## src/cvt_map.svh

```systemverilog
`ifndef CVT_MAP_SVH
`define CVT_MAP_SVH
// register word indices
`define CVT_A_CTRL 4'h0
`define CVT_A_FMT 4'h1
`define CVT_A_SKEW 4'h2
`define CVT_A_HSTEP 4'h3
`define CVT_A_VSTEP 4'h4
`define CVT_A_PERIOD 4'h5
`define CVT_A_GRADH 4'h6
`define CVT_A_GRADV 4'h7
`define CVT_A_STATUS 4'h8
// control field positions
`define CVT_B_CONV 0
`define CVT_B_LUMA 1
`define CVT_B_AUD 2
`define CVT_B_PROJ 4
`define CVT_B_RND 5
`define CVT_B_ALPHA 6
`define CVT_B_REQST 4
// reset values
`define CVT_RST_PERIOD 5'h01
`define CVT_RST_GRAD 12'h010
// timing
`define CVT_CLK_PS 20000
`define CVT_STEP_PS 13500
`define CVT_SKEW_LIM_PS 202000
`define CVT_SKEW_CYC ((`CVT_STEP_PS + `CVT_CLK_PS - 1) / `CVT_CLK_PS)
`define CVT_SKEW_MAX (`CVT_SKEW_LIM_PS / `CVT_STEP_PS)
// limits
`define CVT_SCR_MAX 252
`define CVT_PER_MAX 16
`define CVT_GRAD_MIN 16
`define CVT_GRADH_MAX 1913
`define CVT_GRADV_1080 2880
`define CVT_GRADV_1556 2404
// levels and ids; payload bytes are arbitrary
`define CVT_PID_SINGLE 8'h85
`define CVT_PID_DUAL 8'h8A
`define CVT_BLANK 12'h100
`define CVT_CHR_MID 2048
`define CVT_FLAT_SPAN 3504
`define CVT_LFSR_SEED 16'hACE1
// colour coefficients, scaled by 1024
`define CVT_K_RCR 1613
`define CVT_K_GCB 192
`define CVT_K_GCR 479
`define CVT_K_BCB 1900
`define CVT_XR 422
`define CVT_XG 366
`define CVT_XB 185
`define CVT_YR 218
`define CVT_YG 732
`define CVT_YB 74
`define CVT_ZR 20
`define CVT_ZG 122
`define CVT_ZB 973
`endif

```

## src/cvt_pkg.sv

```systemverilog
package cvt_pkg;
	typedef enum logic [3:0] {
		CVT_F_I60 = 4'h0, CVT_F_I5994 = 4'h1, CVT_F_I50 = 4'h2,
		CVT_F_P60 = 4'h3, CVT_F_P5994 = 4'h4, CVT_F_P50 = 4'h5,
		CVT_F_PLOW = 4'h6, CVT_F_2K1080 = 4'h7, CVT_F_2K1556 = 4'h8
	} cvt_fmt_t;
	typedef enum logic [3:0] {
		CVT_S_GBR12 = 4'h0, CVT_S_GBR10 = 4'h1, CVT_S_GBRA10 = 4'h2,
		CVT_S_YCC444_12 = 4'h3, CVT_S_YCC444_10 = 4'h4, CVT_S_YCCA444_10 = 4'h5,
		CVT_S_YCC422_12 = 4'h6, CVT_S_YCC422_10 = 4'h7, CVT_S_YCCA422_12 = 4'h8,
		CVT_S_XYZ12 = 4'h9
	} cvt_smp_t;
	typedef enum logic [1:0] {
		CVT_AUD_A = 2'h0, CVT_AUD_B = 2'h1, CVT_AUD_AB = 2'h2
	} cvt_aud_t;
endpackage

```

## src/cvt_dual_link.sv

```systemverilog
`timescale 1ns/1ns
`include "cvt_map.svh"
module cvt_dual_link #(
	parameter int DLY_DEPTH = 16
) (
	input wire logic core_clk, // sample clock
	input wire logic resetn, // async reset
	input wire logic [3:0] regAddr, // register index
	input wire logic [15:0] regWdata, // write data
	input wire logic regWr, // write strobe
	input wire logic regRd, // read strobe
	output logic [15:0] regRdata, // read data, next cycle
	input wire logic inValid, // input sample valid
	input wire logic [9:0] inLuma, // input luma
	input wire logic [9:0] inChroma, // input Cb or Cr
	input wire logic inCbFlag, // chroma is Cb
	input wire logic inFieldStart, // first sample of field
	input wire logic inLock, // input present
	input wire cvt_pkg::cvt_fmt_t inFormat, // detected format
	output logic linkAValid, // primary link valid
	output logic [23:0] linkAData, // primary: ch0, ch1
	output logic linkBValid, // secondary link valid
	output logic [23:0] linkBData, // secondary: ch2, alpha
	output logic [7:0] pidA, // primary payload id
	output logic [7:0] pidB, // secondary payload id
	output logic [3:0] audMaskA, // audio groups on primary
	output logic [3:0] audMaskB, // audio groups on secondary
	output logic ancOnB, // ancillary on secondary
	output logic frameStart, // output frame start
	output logic progOut, // progressive doubling active
	output logic [11:0] hScroll, // horizontal offset
	output logic [11:0] vScroll, // vertical offset
	output logic [11:0] gradH, // horizontal gradient start
	output logic [11:0] gradV, // vertical gradient start
	output logic patternProj // projector pattern set
);
	import cvt_pkg::*;

	typedef struct packed {
		logic convEn;
		logic lumaAll;
		cvt_aud_t aud;
		logic proj;
		logic rnd;
		logic [3:0] alphaSel;
		cvt_fmt_t fmt;
		cvt_smp_t reqSt;
		cvt_smp_t effSt;
		logic signed [4:0] skew;
		logic signed [8:0] hStep;
		logic signed [8:0] vStep;
		logic [4:0] period;
		logic [11:0] gradH;
		logic [11:0] gradV;
		logic noIn;
		logic fmtErr;
		logic lumaRef;
		logic parity;
		logic [4:0] frmCnt;
		logic [11:0] hOff;
		logic [11:0] vOff;
		logic [15:0] lfsr;
		logic [8:0][9:0] chH;
		logic [8:0] cbH;
		logic [4:0][9:0] yH;
		logic [DLY_DEPTH-1:0][48:0] dly;
		logic [15:0] rdata;
		logic aValid;
		logic bValid;
		logic [23:0] aData;
		logic [23:0] bData;
		logic [7:0] pidA;
		logic [7:0] pidB;
		logic [3:0] audA;
		logic [3:0] audB;
		logic ancB;
		logic frame;
		logic prog;
	} cvt_state_t;

	cvt_state_t s_q, s_d;

	function automatic logic [11:0] clamp12(input int v);
		if (v < 0)
			return 12'h000;
		if (v > 4095)
			return 12'hFFF;
		return 12'(v);
	endfunction

	// four-tap half-band, scaled so two extra low bits survive
	function automatic logic [11:0] interp(input logic [9:0] a, input logic [9:0] b,
		input logic [9:0] c, input logic [9:0] d);
		int v;
		v = 9 * (int'(b) + int'(c)) - int'(a) - int'(d);
		return clamp12(v >>> 2);
	endfunction

	function automatic int clampS(input int v, input int lim);
		if (v > lim)
			return lim;
		if (v < -lim)
			return -lim;
		return v;
	endfunction

	function automatic logic isProgFmt(input cvt_fmt_t f);
		return f == CVT_F_P60 || f == CVT_F_P5994 || f == CVT_F_P50;
	endfunction

	function automatic logic is2k(input cvt_fmt_t f);
		return f == CVT_F_2K1080 || f == CVT_F_2K1556;
	endfunction

	logic prog, single2, lumaOn, advance;
	logic [11:0] y12, cb12, cr12, c0, c1, c2, alpha;
	logic [4:0] aIdx, bIdx;
	cvt_fmt_t expFmt;
	cvt_smp_t eff;
	int cb, cr, rr, gg, bb, tmp, lim;

	always_comb begin
		s_d = s_q;
		tmp = 0;
		lim = 0;
		s_d.lfsr = {s_q.lfsr[14:0], s_q.lfsr[15] ^ s_q.lfsr[13] ^ s_q.lfsr[12] ^ s_q.lfsr[10]};
		if (regWr) begin
			unique case (regAddr)
				`CVT_A_CTRL: begin
					s_d.convEn = regWdata[`CVT_B_CONV];
					s_d.lumaAll = regWdata[`CVT_B_LUMA];
					if (regWdata[`CVT_B_AUD+1 -: 2] <= 2'(CVT_AUD_AB))
						s_d.aud = cvt_aud_t'(regWdata[`CVT_B_AUD+1 -: 2]);
					// projector set only exists in the 2K formats
					s_d.proj = regWdata[`CVT_B_PROJ] && is2k(s_q.fmt);
					s_d.rnd = regWdata[`CVT_B_RND];
					if (regWdata[`CVT_B_ALPHA+3 -: 4] <= 4'hB)
						s_d.alphaSel = regWdata[`CVT_B_ALPHA+3 -: 4];
					if (regWdata[`CVT_B_CONV] && !s_q.convEn)
						s_d.proj = 1'b0;
				end
				`CVT_A_FMT: begin
					if (regWdata[3:0] <= 4'(CVT_F_2K1556))
						s_d.fmt = cvt_fmt_t'(regWdata[3:0]);
					if (regWdata[7:4] <= 4'(CVT_S_XYZ12))
						s_d.reqSt = cvt_smp_t'(regWdata[7:4]);
				end
				`CVT_A_SKEW:
					s_d.skew = 5'(clampS(int'($signed(regWdata[4:0])), `CVT_SKEW_MAX));
				`CVT_A_HSTEP:
					// round before clamping so -254 cannot round past the limit
					s_d.hStep = 9'(clampS(int'($signed(regWdata[8:0] & 9'h1FC)), `CVT_SCR_MAX));
				`CVT_A_VSTEP:
					s_d.vStep = 9'(clampS(int'($signed(regWdata[8:0])), `CVT_SCR_MAX));
				`CVT_A_PERIOD: begin
					tmp = int'(regWdata[4:0]);
					s_d.period = tmp < 1 ? 5'd1 : (tmp > `CVT_PER_MAX ? 5'(`CVT_PER_MAX) : 5'(tmp));
				end
				`CVT_A_GRADH: begin
					tmp = int'(regWdata[11:0]);
					tmp = tmp < `CVT_GRAD_MIN ? `CVT_GRAD_MIN : tmp;
					s_d.gradH = 12'(tmp > `CVT_GRADH_MAX ? `CVT_GRADH_MAX : tmp);
				end
				`CVT_A_GRADV: begin
					tmp = int'(regWdata[11:0]);
					lim = s_q.fmt == CVT_F_2K1556 ? `CVT_GRADV_1556 : `CVT_GRADV_1080;
					tmp = tmp < `CVT_GRAD_MIN ? `CVT_GRAD_MIN : tmp;
					s_d.gradV = 12'(tmp > lim ? lim : tmp);
				end
				default: ;
			endcase
		end
		if (!is2k(s_d.fmt))
			s_d.proj = 1'b0;
		if (s_d.fmt == CVT_F_2K1556 && s_d.gradV > 12'(`CVT_GRADV_1556))
			s_d.gradV = 12'(`CVT_GRADV_1556);

		// effective sample structure
		eff = s_q.reqSt;
		if (isProgFmt(s_q.fmt))
			eff = CVT_S_YCC422_10;
		else if (is2k(s_q.fmt))
			eff = (s_q.proj || s_q.reqSt == CVT_S_XYZ12) ? CVT_S_XYZ12 : CVT_S_GBR12;
		else if (s_q.reqSt == CVT_S_XYZ12)
			eff = CVT_S_GBR12;
		s_d.effSt = eff;
		s_d.lumaRef = s_q.lumaAll && !(s_q.effSt inside {CVT_S_GBR12, CVT_S_GBR10, CVT_S_GBRA10});
		lumaOn = s_q.lumaAll && !s_d.lumaRef;
		prog = isProgFmt(s_q.fmt);
		single2 = !prog && s_q.effSt == CVT_S_YCC422_10;

		// input checks
		unique case (s_q.fmt)
			CVT_F_P60: expFmt = CVT_F_I60;
			CVT_F_P5994: expFmt = CVT_F_I5994;
			CVT_F_P50: expFmt = CVT_F_I50;
			CVT_F_2K1080, CVT_F_2K1556: expFmt = CVT_F_PLOW;
			default: expFmt = s_q.fmt;
		endcase
		s_d.noIn = s_q.convEn && !inLock;
		s_d.fmtErr = s_q.convEn && inLock && inFormat != expFmt;

		// sample history
		if (inValid) begin
			s_d.chH = {s_q.chH[7:0], inChroma};
			s_d.cbH = {s_q.cbH[7:0], inCbFlag};
			s_d.yH = {s_q.yH[3:0], inLuma};
		end
		y12 = {s_q.yH[4], 2'b00};
		if (s_q.cbH[4]) begin
			cb12 = {s_q.chH[4], 2'b00};
			cr12 = {s_q.chH[3], 2'b00};
		end else begin
			cb12 = interp(s_q.chH[7], s_q.chH[5], s_q.chH[3], s_q.chH[1]);
			cr12 = interp(s_q.chH[6], s_q.chH[4], s_q.chH[2], s_q.chH[0]);
		end
		cb = int'(cb12) - `CVT_CHR_MID;
		cr = int'(cr12) - `CVT_CHR_MID;
		rr = int'(y12) + ((`CVT_K_RCR * cr) >>> 10);
		gg = int'(y12) - ((`CVT_K_GCB * cb + `CVT_K_GCR * cr) >>> 10);
		bb = int'(y12) + ((`CVT_K_BCB * cb) >>> 10);
		rr = int'(clamp12(rr));
		gg = int'(clamp12(gg));
		bb = int'(clamp12(bb));
		unique case (s_q.effSt)
			CVT_S_GBR12, CVT_S_GBR10, CVT_S_GBRA10: begin
				c0 = clamp12(gg);
				c1 = clamp12(bb);
				c2 = clamp12(rr);
			end
			CVT_S_YCC444_12, CVT_S_YCC444_10, CVT_S_YCCA444_10: begin
				c0 = y12;
				c1 = cb12;
				c2 = cr12;
			end
			CVT_S_XYZ12: begin
				// linear matrix only; cinema gamma curve is not modelled
				c0 = clamp12((`CVT_XR * rr + `CVT_XG * gg + `CVT_XB * bb) >>> 10);
				c1 = clamp12((`CVT_YR * rr + `CVT_YG * gg + `CVT_YB * bb) >>> 10);
				c2 = clamp12((`CVT_ZR * rr + `CVT_ZG * gg + `CVT_ZB * bb) >>> 10);
			end
			default: begin
				c0 = y12;
				c1 = {s_q.chH[4], 2'b00};
				c2 = `CVT_BLANK;
			end
		endcase
		if (lumaOn) begin
			c0 = y12;
			c1 = y12;
			c2 = y12;
		end
		if (s_q.effSt inside {CVT_S_GBR10, CVT_S_GBRA10, CVT_S_YCC444_10, CVT_S_YCCA444_10}) begin
			c0[1:0] = 2'b00;
			c1[1:0] = 2'b00;
			c2[1:0] = 2'b00;
		end
		if (!(s_q.effSt inside {CVT_S_GBRA10, CVT_S_YCCA444_10, CVT_S_YCCA422_12}))
			alpha = `CVT_BLANK;
		else if (s_q.alphaSel == 4'h0)
			alpha = c0;
		else
			alpha = 12'(int'(`CVT_BLANK) + (`CVT_FLAT_SPAN * (int'(s_q.alphaSel) - 1)) / 10);

		// mix word and skew line
		s_d.dly = {s_q.dly[DLY_DEPTH-2:0], 49'h0};
		if (prog || single2)
			s_d.dly[0] = {inValid && s_q.convEn, inLuma, 2'b00, inChroma, 2'b00,
				prog ? {inLuma, 2'b00, inChroma, 2'b00} : {2{`CVT_BLANK}}};
		else
			s_d.dly[0] = {inValid && s_q.convEn, c0, c1, c2, alpha};
		aIdx = s_q.skew < 0 ? 5'(-int'(s_q.skew) * `CVT_SKEW_CYC) : 5'h00;
		bIdx = s_q.skew > 0 ? 5'(int'(s_q.skew) * `CVT_SKEW_CYC) : 5'h00;
		s_d.aValid = s_q.dly[aIdx][48];
		s_d.aData = s_q.dly[aIdx][47:24];
		s_d.bValid = s_q.dly[bIdx][48] && !single2;
		s_d.bData = s_q.dly[bIdx][23:0];

		s_d.pidA = single2 ? `CVT_PID_SINGLE : `CVT_PID_DUAL;
		s_d.pidB = single2 ? `CVT_PID_SINGLE : `CVT_PID_DUAL;
		s_d.ancB = !single2;
		if (single2 || prog) begin
			s_d.audA = 4'hF;
			s_d.audB = prog ? 4'hF : 4'h0;
		end else begin
			unique case (s_q.aud)
				CVT_AUD_A: {s_d.audA, s_d.audB} = {4'h3, 4'hC};
				CVT_AUD_B: {s_d.audA, s_d.audB} = {4'h0, 4'h3};
				default: {s_d.audA, s_d.audB} = {4'h3, 4'h3};
			endcase
		end

		// each field is a frame when doubling
		if (inFieldStart)
			s_d.parity = !s_q.parity;
		s_d.frame = s_q.convEn && inFieldStart && (prog || s_q.parity);
		s_d.prog = s_q.convEn && prog;
		advance = 1'b0;
		if (s_q.frame) begin
			advance = s_q.frmCnt + 5'd1 >= s_q.period;
			s_d.frmCnt = advance ? 5'd0 : s_q.frmCnt + 5'd1;
		end
		if (advance) begin
			if (s_q.rnd) begin
				s_d.hOff = s_q.hOff + 12'({{3{s_q.lfsr[6]}}, s_q.lfsr[6:0], 2'b00});
				s_d.vOff = s_q.vOff + 12'({{4{s_q.lfsr[15]}}, s_q.lfsr[15:8]});
			end else begin
				s_d.hOff = s_q.hOff + 12'({{3{s_q.hStep[8]}}, s_q.hStep});
				s_d.vOff = s_q.vOff + 12'({{3{s_q.vStep[8]}}, s_q.vStep});
			end
		end

		s_d.rdata = 16'h0000;
		if (regRd) begin
			unique case (regAddr)
				`CVT_A_CTRL: s_d.rdata = 16'({s_q.alphaSel, s_q.rnd, s_q.proj, s_q.aud, s_q.lumaAll, s_q.convEn});
				`CVT_A_FMT: s_d.rdata = 16'({s_q.reqSt, s_q.fmt});
				`CVT_A_SKEW: s_d.rdata = 16'({{11{s_q.skew[4]}}, s_q.skew});
				`CVT_A_HSTEP: s_d.rdata = 16'({{7{s_q.hStep[8]}}, s_q.hStep});
				`CVT_A_VSTEP: s_d.rdata = 16'({{7{s_q.vStep[8]}}, s_q.vStep});
				`CVT_A_PERIOD: s_d.rdata = 16'(s_q.period);
				`CVT_A_GRADH: s_d.rdata = 16'(s_q.gradH);
				`CVT_A_GRADV: s_d.rdata = 16'(s_q.gradV);
				`CVT_A_STATUS: s_d.rdata = 16'({s_q.effSt, s_q.lumaRef, s_q.fmtErr, s_q.noIn});
				default: s_d.rdata = 16'h0000;
			endcase
		end
	end

	always_ff @(posedge core_clk or negedge resetn) begin
		if (!resetn) begin
			s_q <= '0;
			s_q.fmt <= CVT_F_I5994;
			s_q.reqSt <= CVT_S_GBR12;
			s_q.effSt <= CVT_S_GBR12;
			s_q.period <= `CVT_RST_PERIOD;
			s_q.gradH <= `CVT_RST_GRAD;
			s_q.gradV <= `CVT_RST_GRAD;
			s_q.lfsr <= `CVT_LFSR_SEED;
			s_q.pidA <= `CVT_PID_DUAL;
			s_q.pidB <= `CVT_PID_DUAL;
		end else begin
			s_q <= s_d;
		end
	end

	assign regRdata = s_q.rdata;
	assign linkAValid = s_q.aValid;
	assign linkAData = s_q.aData;
	assign linkBValid = s_q.bValid;
	assign linkBData = s_q.bData;
	assign pidA = s_q.pidA;
	assign pidB = s_q.pidB;
	assign audMaskA = s_q.audA;
	assign audMaskB = s_q.audB;
	assign ancOnB = s_q.ancB;
	assign frameStart = s_q.frame;
	assign progOut = s_q.prog;
	assign hScroll = s_q.hOff;
	assign vScroll = s_q.vOff;
	assign gradH = s_q.gradH;
	assign gradV = s_q.gradV;
	assign patternProj = s_q.proj;
endmodule // cvt_dual_link

```

## config.mk

```make
export PLATFORM = sky130hd
export DESIGN_NAME = cvt_dual_link
export DESIGN_NICKNAME = d
export VERILOG_FILES = /design/src/cvt_pkg.sv /design/src/cvt_dual_link.sv
export VERILOG_INCLUDE_DIRS = /design/src /design/src/src
export SDC_FILE = /design/constraint.sdc
export NUM_CORES = 2
export LEC_CHECK = 0
export ABC_AREA = 1
export BUFFER_PORTS_ARGS = -buffer_cell sky130_fd_sc_hd__buf_4
export CORE_MARGIN = 1
export CORE_UTILIZATION = 30
export DETAILED_ROUTE_END_ITERATION = 8
export GPL_TIMING_DRIVEN = 0
export PLACE_DENSITY = 0.44
export SKIP_LAST_GASP = 1
export SLEW_MARGIN = 20
export SYNTH_ARGS = -nofsm -noshare
export SYNTH_HDL_FRONTEND = slang
export SYNTH_SLANG_ARGS = --single-unit
export TNS_END_PERCENT = 100
```

## constraint.sdc

```tcl
create_clock -name core_clk -period 23.3 [get_ports core_clk]
set_clock_uncertainty 0.15 [all_clocks]
set_input_delay 3.495 -clock core_clk [delete_from_list [all_inputs] [get_ports core_clk]]
set_output_delay 3.495 -clock core_clk [all_outputs]
set_load 0.03 [all_outputs]
```

After elaboration in Yosys (flattened, before gate mapping)
Index checks and enable logic that the tools add are counted.
Widths: inputs -> output; s select.
{"block": "word_totals", "out_inout_bits": 142, "inputBits": 52, "regBits": 1127}
{"block": "op_classes", "bitwise": 3, "mux": 151, "div_mod_pow": 1, "add_sub_neg": 26, "reduce_logical": 48, "n_mul": 16, "order_cmp": 37, "n_eq_ne": 28}
{"cell": "$mux 12", "count": 45}
{"cell": "$bmux 49 s4", "count": 2}
{"cell": "$pmux 16 s9", "count": 1}
{"cell": "$mux 49", "count": 2}
{"cell": "$mul 8x12->20 const A", "count": 4}
{"cell": "$pmux 12 s3", "count": 2}
{"cell": "$mux 1", "count": 58}
{"cell": "$mux 9", "count": 6}
{"cell": "$add 12x12->12", "count": 4}
{"cell": "$mux 24", "count": 2}
{"cell": "$mux 48", "count": 1}
{"cell": "$add 20x22->23", "count": 2}
{"cell": "$mul 10x13->23 const A", "count": 2}
{"cell": "$gt 15x13->1 const B", "count": 3}
{"cell": "$lt 15x1->1 const B", "count": 3}
{"cell": "$eq 4x3->1 const B", "count": 11}
{"cell": "$mux 4", "count": 10}
{"cell": "$mux 5", "count": 8}
{"cell": "$mul 6x12->18 const A", "count": 2}
{"cell": "$sub 16x11->17", "count": 2}
{"cell": "$add 13x15->16", "count": 2}
{"cell": "$div 32x5->32 const B", "count": 1}
{"cell": "$gt 16x13->1 const B", "count": 2}
{"cell": "$gt 32x12->1 const B", "count": 1}
{"cell": "65 further kinds", "count": 134}

Longest topological paths before layout
{"block": "logic_depth", "depth_word": 37, "mapped_depth": 131, "ltp_nobuf": 124}

Worst setup path before layout
Ideal clock, no wire load.
{"block": "synth_timing", "path_type": "register -> register", "from": "register s_q[956] (netlist name)", "to": "register s_q, in the netlist s_d[161]", "path_stages_with_launch": 103, "period_less_slack_ps": 21229, "setup_ps": 133, "t_arrival_ps": 20946, "slack_ps": 2071, "required_ps": 23017, "cell_sequence": "dfrtp_1 -> ha_1 -> fa_1 -> xor2_1 -> fa_1 -> fa_1 -> ha_1 -> inv_1 -> or2_2 -> nand2_1 -> a21oi_1 -> or2_2 -> nand2_1 -> a21oi_1 -> or2_2 -> nand2_1 -> a21o_1 -> a21o_1 -> [67 not listed] -> inv_1 -> a21oi_1 -> inv_1 -> a21oi_1 -> nor2_1 -> nor2_1 -> o21ai_0 -> nand2_1 -> nor2_1 -> a21oi_1 -> or2_2 -> nand2_1 -> inv_1 -> o21ai_0 -> o21ai_0 -> o221ai_1 -> a21boi_0 -> o21ai_0"}
{"element": "start: declaration", "line": "cvt_dual_link.sv:81", "rtl": "cvt_state_t s_q, s_d;"}

==> results.rst <==
.. list-table::
   :header-rows: 1

   * - Metric
     - Value
   * - Number of synthesized flops with an enable pin
     - 0
   * - FFs w/ async S/R, synth
     - 1.00
   * - Final setup margin
     - 1180 ps
   * - Fin nets
     - 10200
   * - Syn Std Cell Area
     - 0.0777 mm²
   * - Rel. slew slack
     - 0.193
   * - Post-route clock period utilization
     - 0.949
   * - Cell count after synthesis
     - 8547
   * - Number of antenna violations at the first check in global routing
     - 10
   * - Clock Pin Slew Worst Setup and Hold Paths
     - 60 ps
   * - Count of port buffers added during placement
     - 176
   * - Vert. Die Dim
     - 511 µm
   * - Boundary pin count
     - 194
   * - CP arrival
     - 22490 ps
   * - Maximum number of pins on one net before global-route repair
     - 151
   * - Hold violation count in the final report
     - 0
   * - Sequential cell area fraction in the yosys report
     - 0.357
   * - H-tree Lvls
     - 3
   * - Final weighted congestion in routability-driven placement
     - 0.912
   * - Routed vias/inst
     - 4.72
   * - CTS max path bufs
     - 3
   * - Worst path required time
     - 23670 ps
   * - WL/cell
     - 19.5 µm
   * - Shortest period the worst path allows
     - 22120 ps
   * - Clock network latency to the later pin of the worst-skew pair
     - 750 ps
   * - Starting utilization of the core area
     - 0.302
   * - Overall die area
     - 0.261 mm²
   * - Area share of the largest cell type after synthesis
     - 0.353
   * - Filler cells
     - 26400
   * - Clock buffers created by TritonCTS
     - 107
   * - Run status
     - complete, no violations
   * - Top FF cell, synth
     - dfrtp_1
   * - Worst-margin pin slew
     - 1200 ps
   * - Distinct cell type count after synthesis
     - 74
   * - Synth top area cells
     - dfrtp_1, fa_1, ha_1
   * - Clock tree from TritonCTS
     - yes
   * - Sinks on Clock Net
     - 1110
   * - Yosys warns
     - 0
   * - Number of failing setup endpoints in the final timing report
     - 0
   * - Worst setup EP type
     - flip-flop
   * - Top-count cell post-synth
     - inv_1
   * - Initial DRC count
     - 3686
   * - Max stage delay on crit path
     - 620 ps
   * - Commonest cells in the netlist
     - inv_1, dfrtp_1, nand2_1
   * - Highest clock frequency the design can meet
     - 45.2 MHz
   * - Syn-to-layout area delta
     - 14.0%
   * - Post-Route WL
     - 242000 µm
   * - Cell with the biggest individual delay on the critical path
     - fa_2
   * - Vias in the first global route
     - 59900
   * - Wire length of the first global-routing pass
     - 373000 µm
   * - DR pass1 iterations
     - 5
   * - Crit Path Max Fanout
     - 10
   * - Share of post-route cells with drive strength above 1
     - 0.113
   * - Critical path's most frequent cell
     - inv_1
   * - Flop and latch count out of synthesis
     - 1110
   * - Synthesized area divided by synthesized cell count
     - 9.10 µm²
   * - Congestion Overflow GR
     - 0
   * - Critical path startpoint category
     - flip-flop
   * - Type of the tightest min-delay check
     - reg -> reg
   * - Die Wd
     - 511 µm
   * - CTS Root Cell
     - clkbuf_16
   * - Worst Setup Path Type
     - reg -> reg
   * - Post-CTS Hold Fix Bufs
     - 0
   * - Final count of pins violating max slew
     - 0
   * - Std-Cell Core Area
     - 0.257 mm²
   * - GRT Total Usage
     - 0.185
   * - Residual DRC
     - 0
   * - HPWL after detailed placement
     - 195000 µm
   * - Post-DRT Antenna Nets
     - 0
   * - Setup WS pre-CTS
     - -1900 ps
   * - Via count of the routed design
     - 58400
   * - Yosys top cell by area
     - dfrtp_1
   * - Std cell rows
     - 186
   * - Number of max-cap violations
     - 0
-- timing repair --
| action | CTS | global route |
|---|---|---|
| resized for setup | 66 | 90 |
| endpoints found under the setup margin | 46 | 48 |
| gates cloned | 0 | 2 |
| pin swaps | 6 | 24 |
| buffers inserted | 10 | 31 |
| endpoints found under the hold margin | 0 | 0 |
-- sequential cells by signal, summed over array words and instances (netlist names) --
signal	cells
regRdata	13
linkAValid	1
linkBData	24
linkBValid	1
vScroll	12
patternProj	1
linkAData	24
audMaskA	2
frameStart	1
gradH	12
ancOnB	1
hScroll	10
gradV	12
s_q	241
pidB	2
progOut	1
s_d	750
audMaskB	2
-- through the flow --
step | setup TNS [ps] | hold slack, ps | instance area [µm²] | cells | utilization
after floorplan | 0 | 199 | 77800 | 8555 | -
after global placement | -104100 | 200 | 83300 | 12100 | 0.324
after detailed placement | -46290 | 204 | 83900 | 12100 | 0.326
after CTS | -31.5 | 175 | 88000 | 12300 | 0.342
after global routing | -426 | 191 | 88600 | 12400 | 0.345
final | 0 | 187 | 88600 | 12400 | 0.345
-- placed cells by master, fill, tap and decap left out, types with 91 or more instances in the layout --
cell and instances:
o221ai_1 91, clkbuf_16 108, fa_1 463, nand3_1 243, clkbuf_1 231, xnor2_1 102
ha_1 730, a21oi_1 478, nand2_1 1074, buf_4 360, o21ai_0 617, nor2_1 559
inv_1 1510, xor2_1 196, dfrtp_1 1096
-- kinds of logic (layout without fill, tap and decap cells) --
family,Yosys count,count (layout),share of synthesized area
AND/OR/NAND/NOR,2250,2250,0.133
buffers and inverters,1946,2385,0.103
AO/OA/AOI/OAI,1667,1667,0.126
adder cells (fa/ha/maj),1199,1199,0.238
flip-flops,1110,1110,0.357
XOR/XNOR,308,308,0.0348
multiplexers,65,65,0.00864
other,2,14,0.0000966
-- final timing paths --
kind                                           start                      to  slack [ps]  depth (start not counted)
worst max-delay path            s_q[966]$_DFFE_PN0P_      s_d[159]$_DFF_PN0_        1180                        110
worst min-delay path              s_d[542]$_DFF_PN0_      s_d[591]$_DFF_PN0_         190                          0
worst max register to register  s_q[966]$_DFFE_PN0P_      s_d[159]$_DFF_PN0_        1180                        110
worst min register to register    s_d[542]$_DFF_PN0_      s_d[591]$_DFF_PN0_         190                          0
max in group asynchronous                     resetn      s_d[821]$_DFF_PN0_       17110                          6
min in group asynchronous                     resetn  vScroll[9]$_DFFE_PN0P_        2520                          1
-- worst max-delay path, delay by kind of cell (launching register included) --
family / cells / cell delay, ps
AOI/OAI and AO/OA: 26 / 4380
xor gates and xnor gates: 5 / 880
adders and majority gates: 24 / 9660
buffers and inverters: 29 / 2480
DFF: 1 / 420
and+or+nand+nor: 26 / 3880
-- final cells by class --
cell class / count / area, µm² / share of cell area
Clock inverter: 47 / 673 / 0.00759
Multi-Input combinational cell: 5499 / 42700 / 0.481
Timing Repair Buffer: 238 / 2040 / 0.0230
Inverter: 1559 / 5940 / 0.0670
Tap cell: 3384 / 4230 / 0.0478
Timing Repair inverter: 2 / 10.0 / 0.000113
Clock buffer: 153 / 3130 / 0.0353
Sequential cell: 1110 / 27800 / 0.314
Buffer: 386 / 2140 / 0.0241
Antenna cell: 4 / 10.0 / 0.000113
-- per-layer routing --
metal,up-vias,share of wire,global-route usage
li1,28300,-,-
met1,28800,0.48,0.259
met2,1071,0.46,0.302
met3,251,0.033,0.0157
met4,0,0.029,0.0523
met5,-,0,0
Power is left out: the tool's default activity adds up to more than one toggle a clock period on the data nets, which glitch-free logic cannot reach.
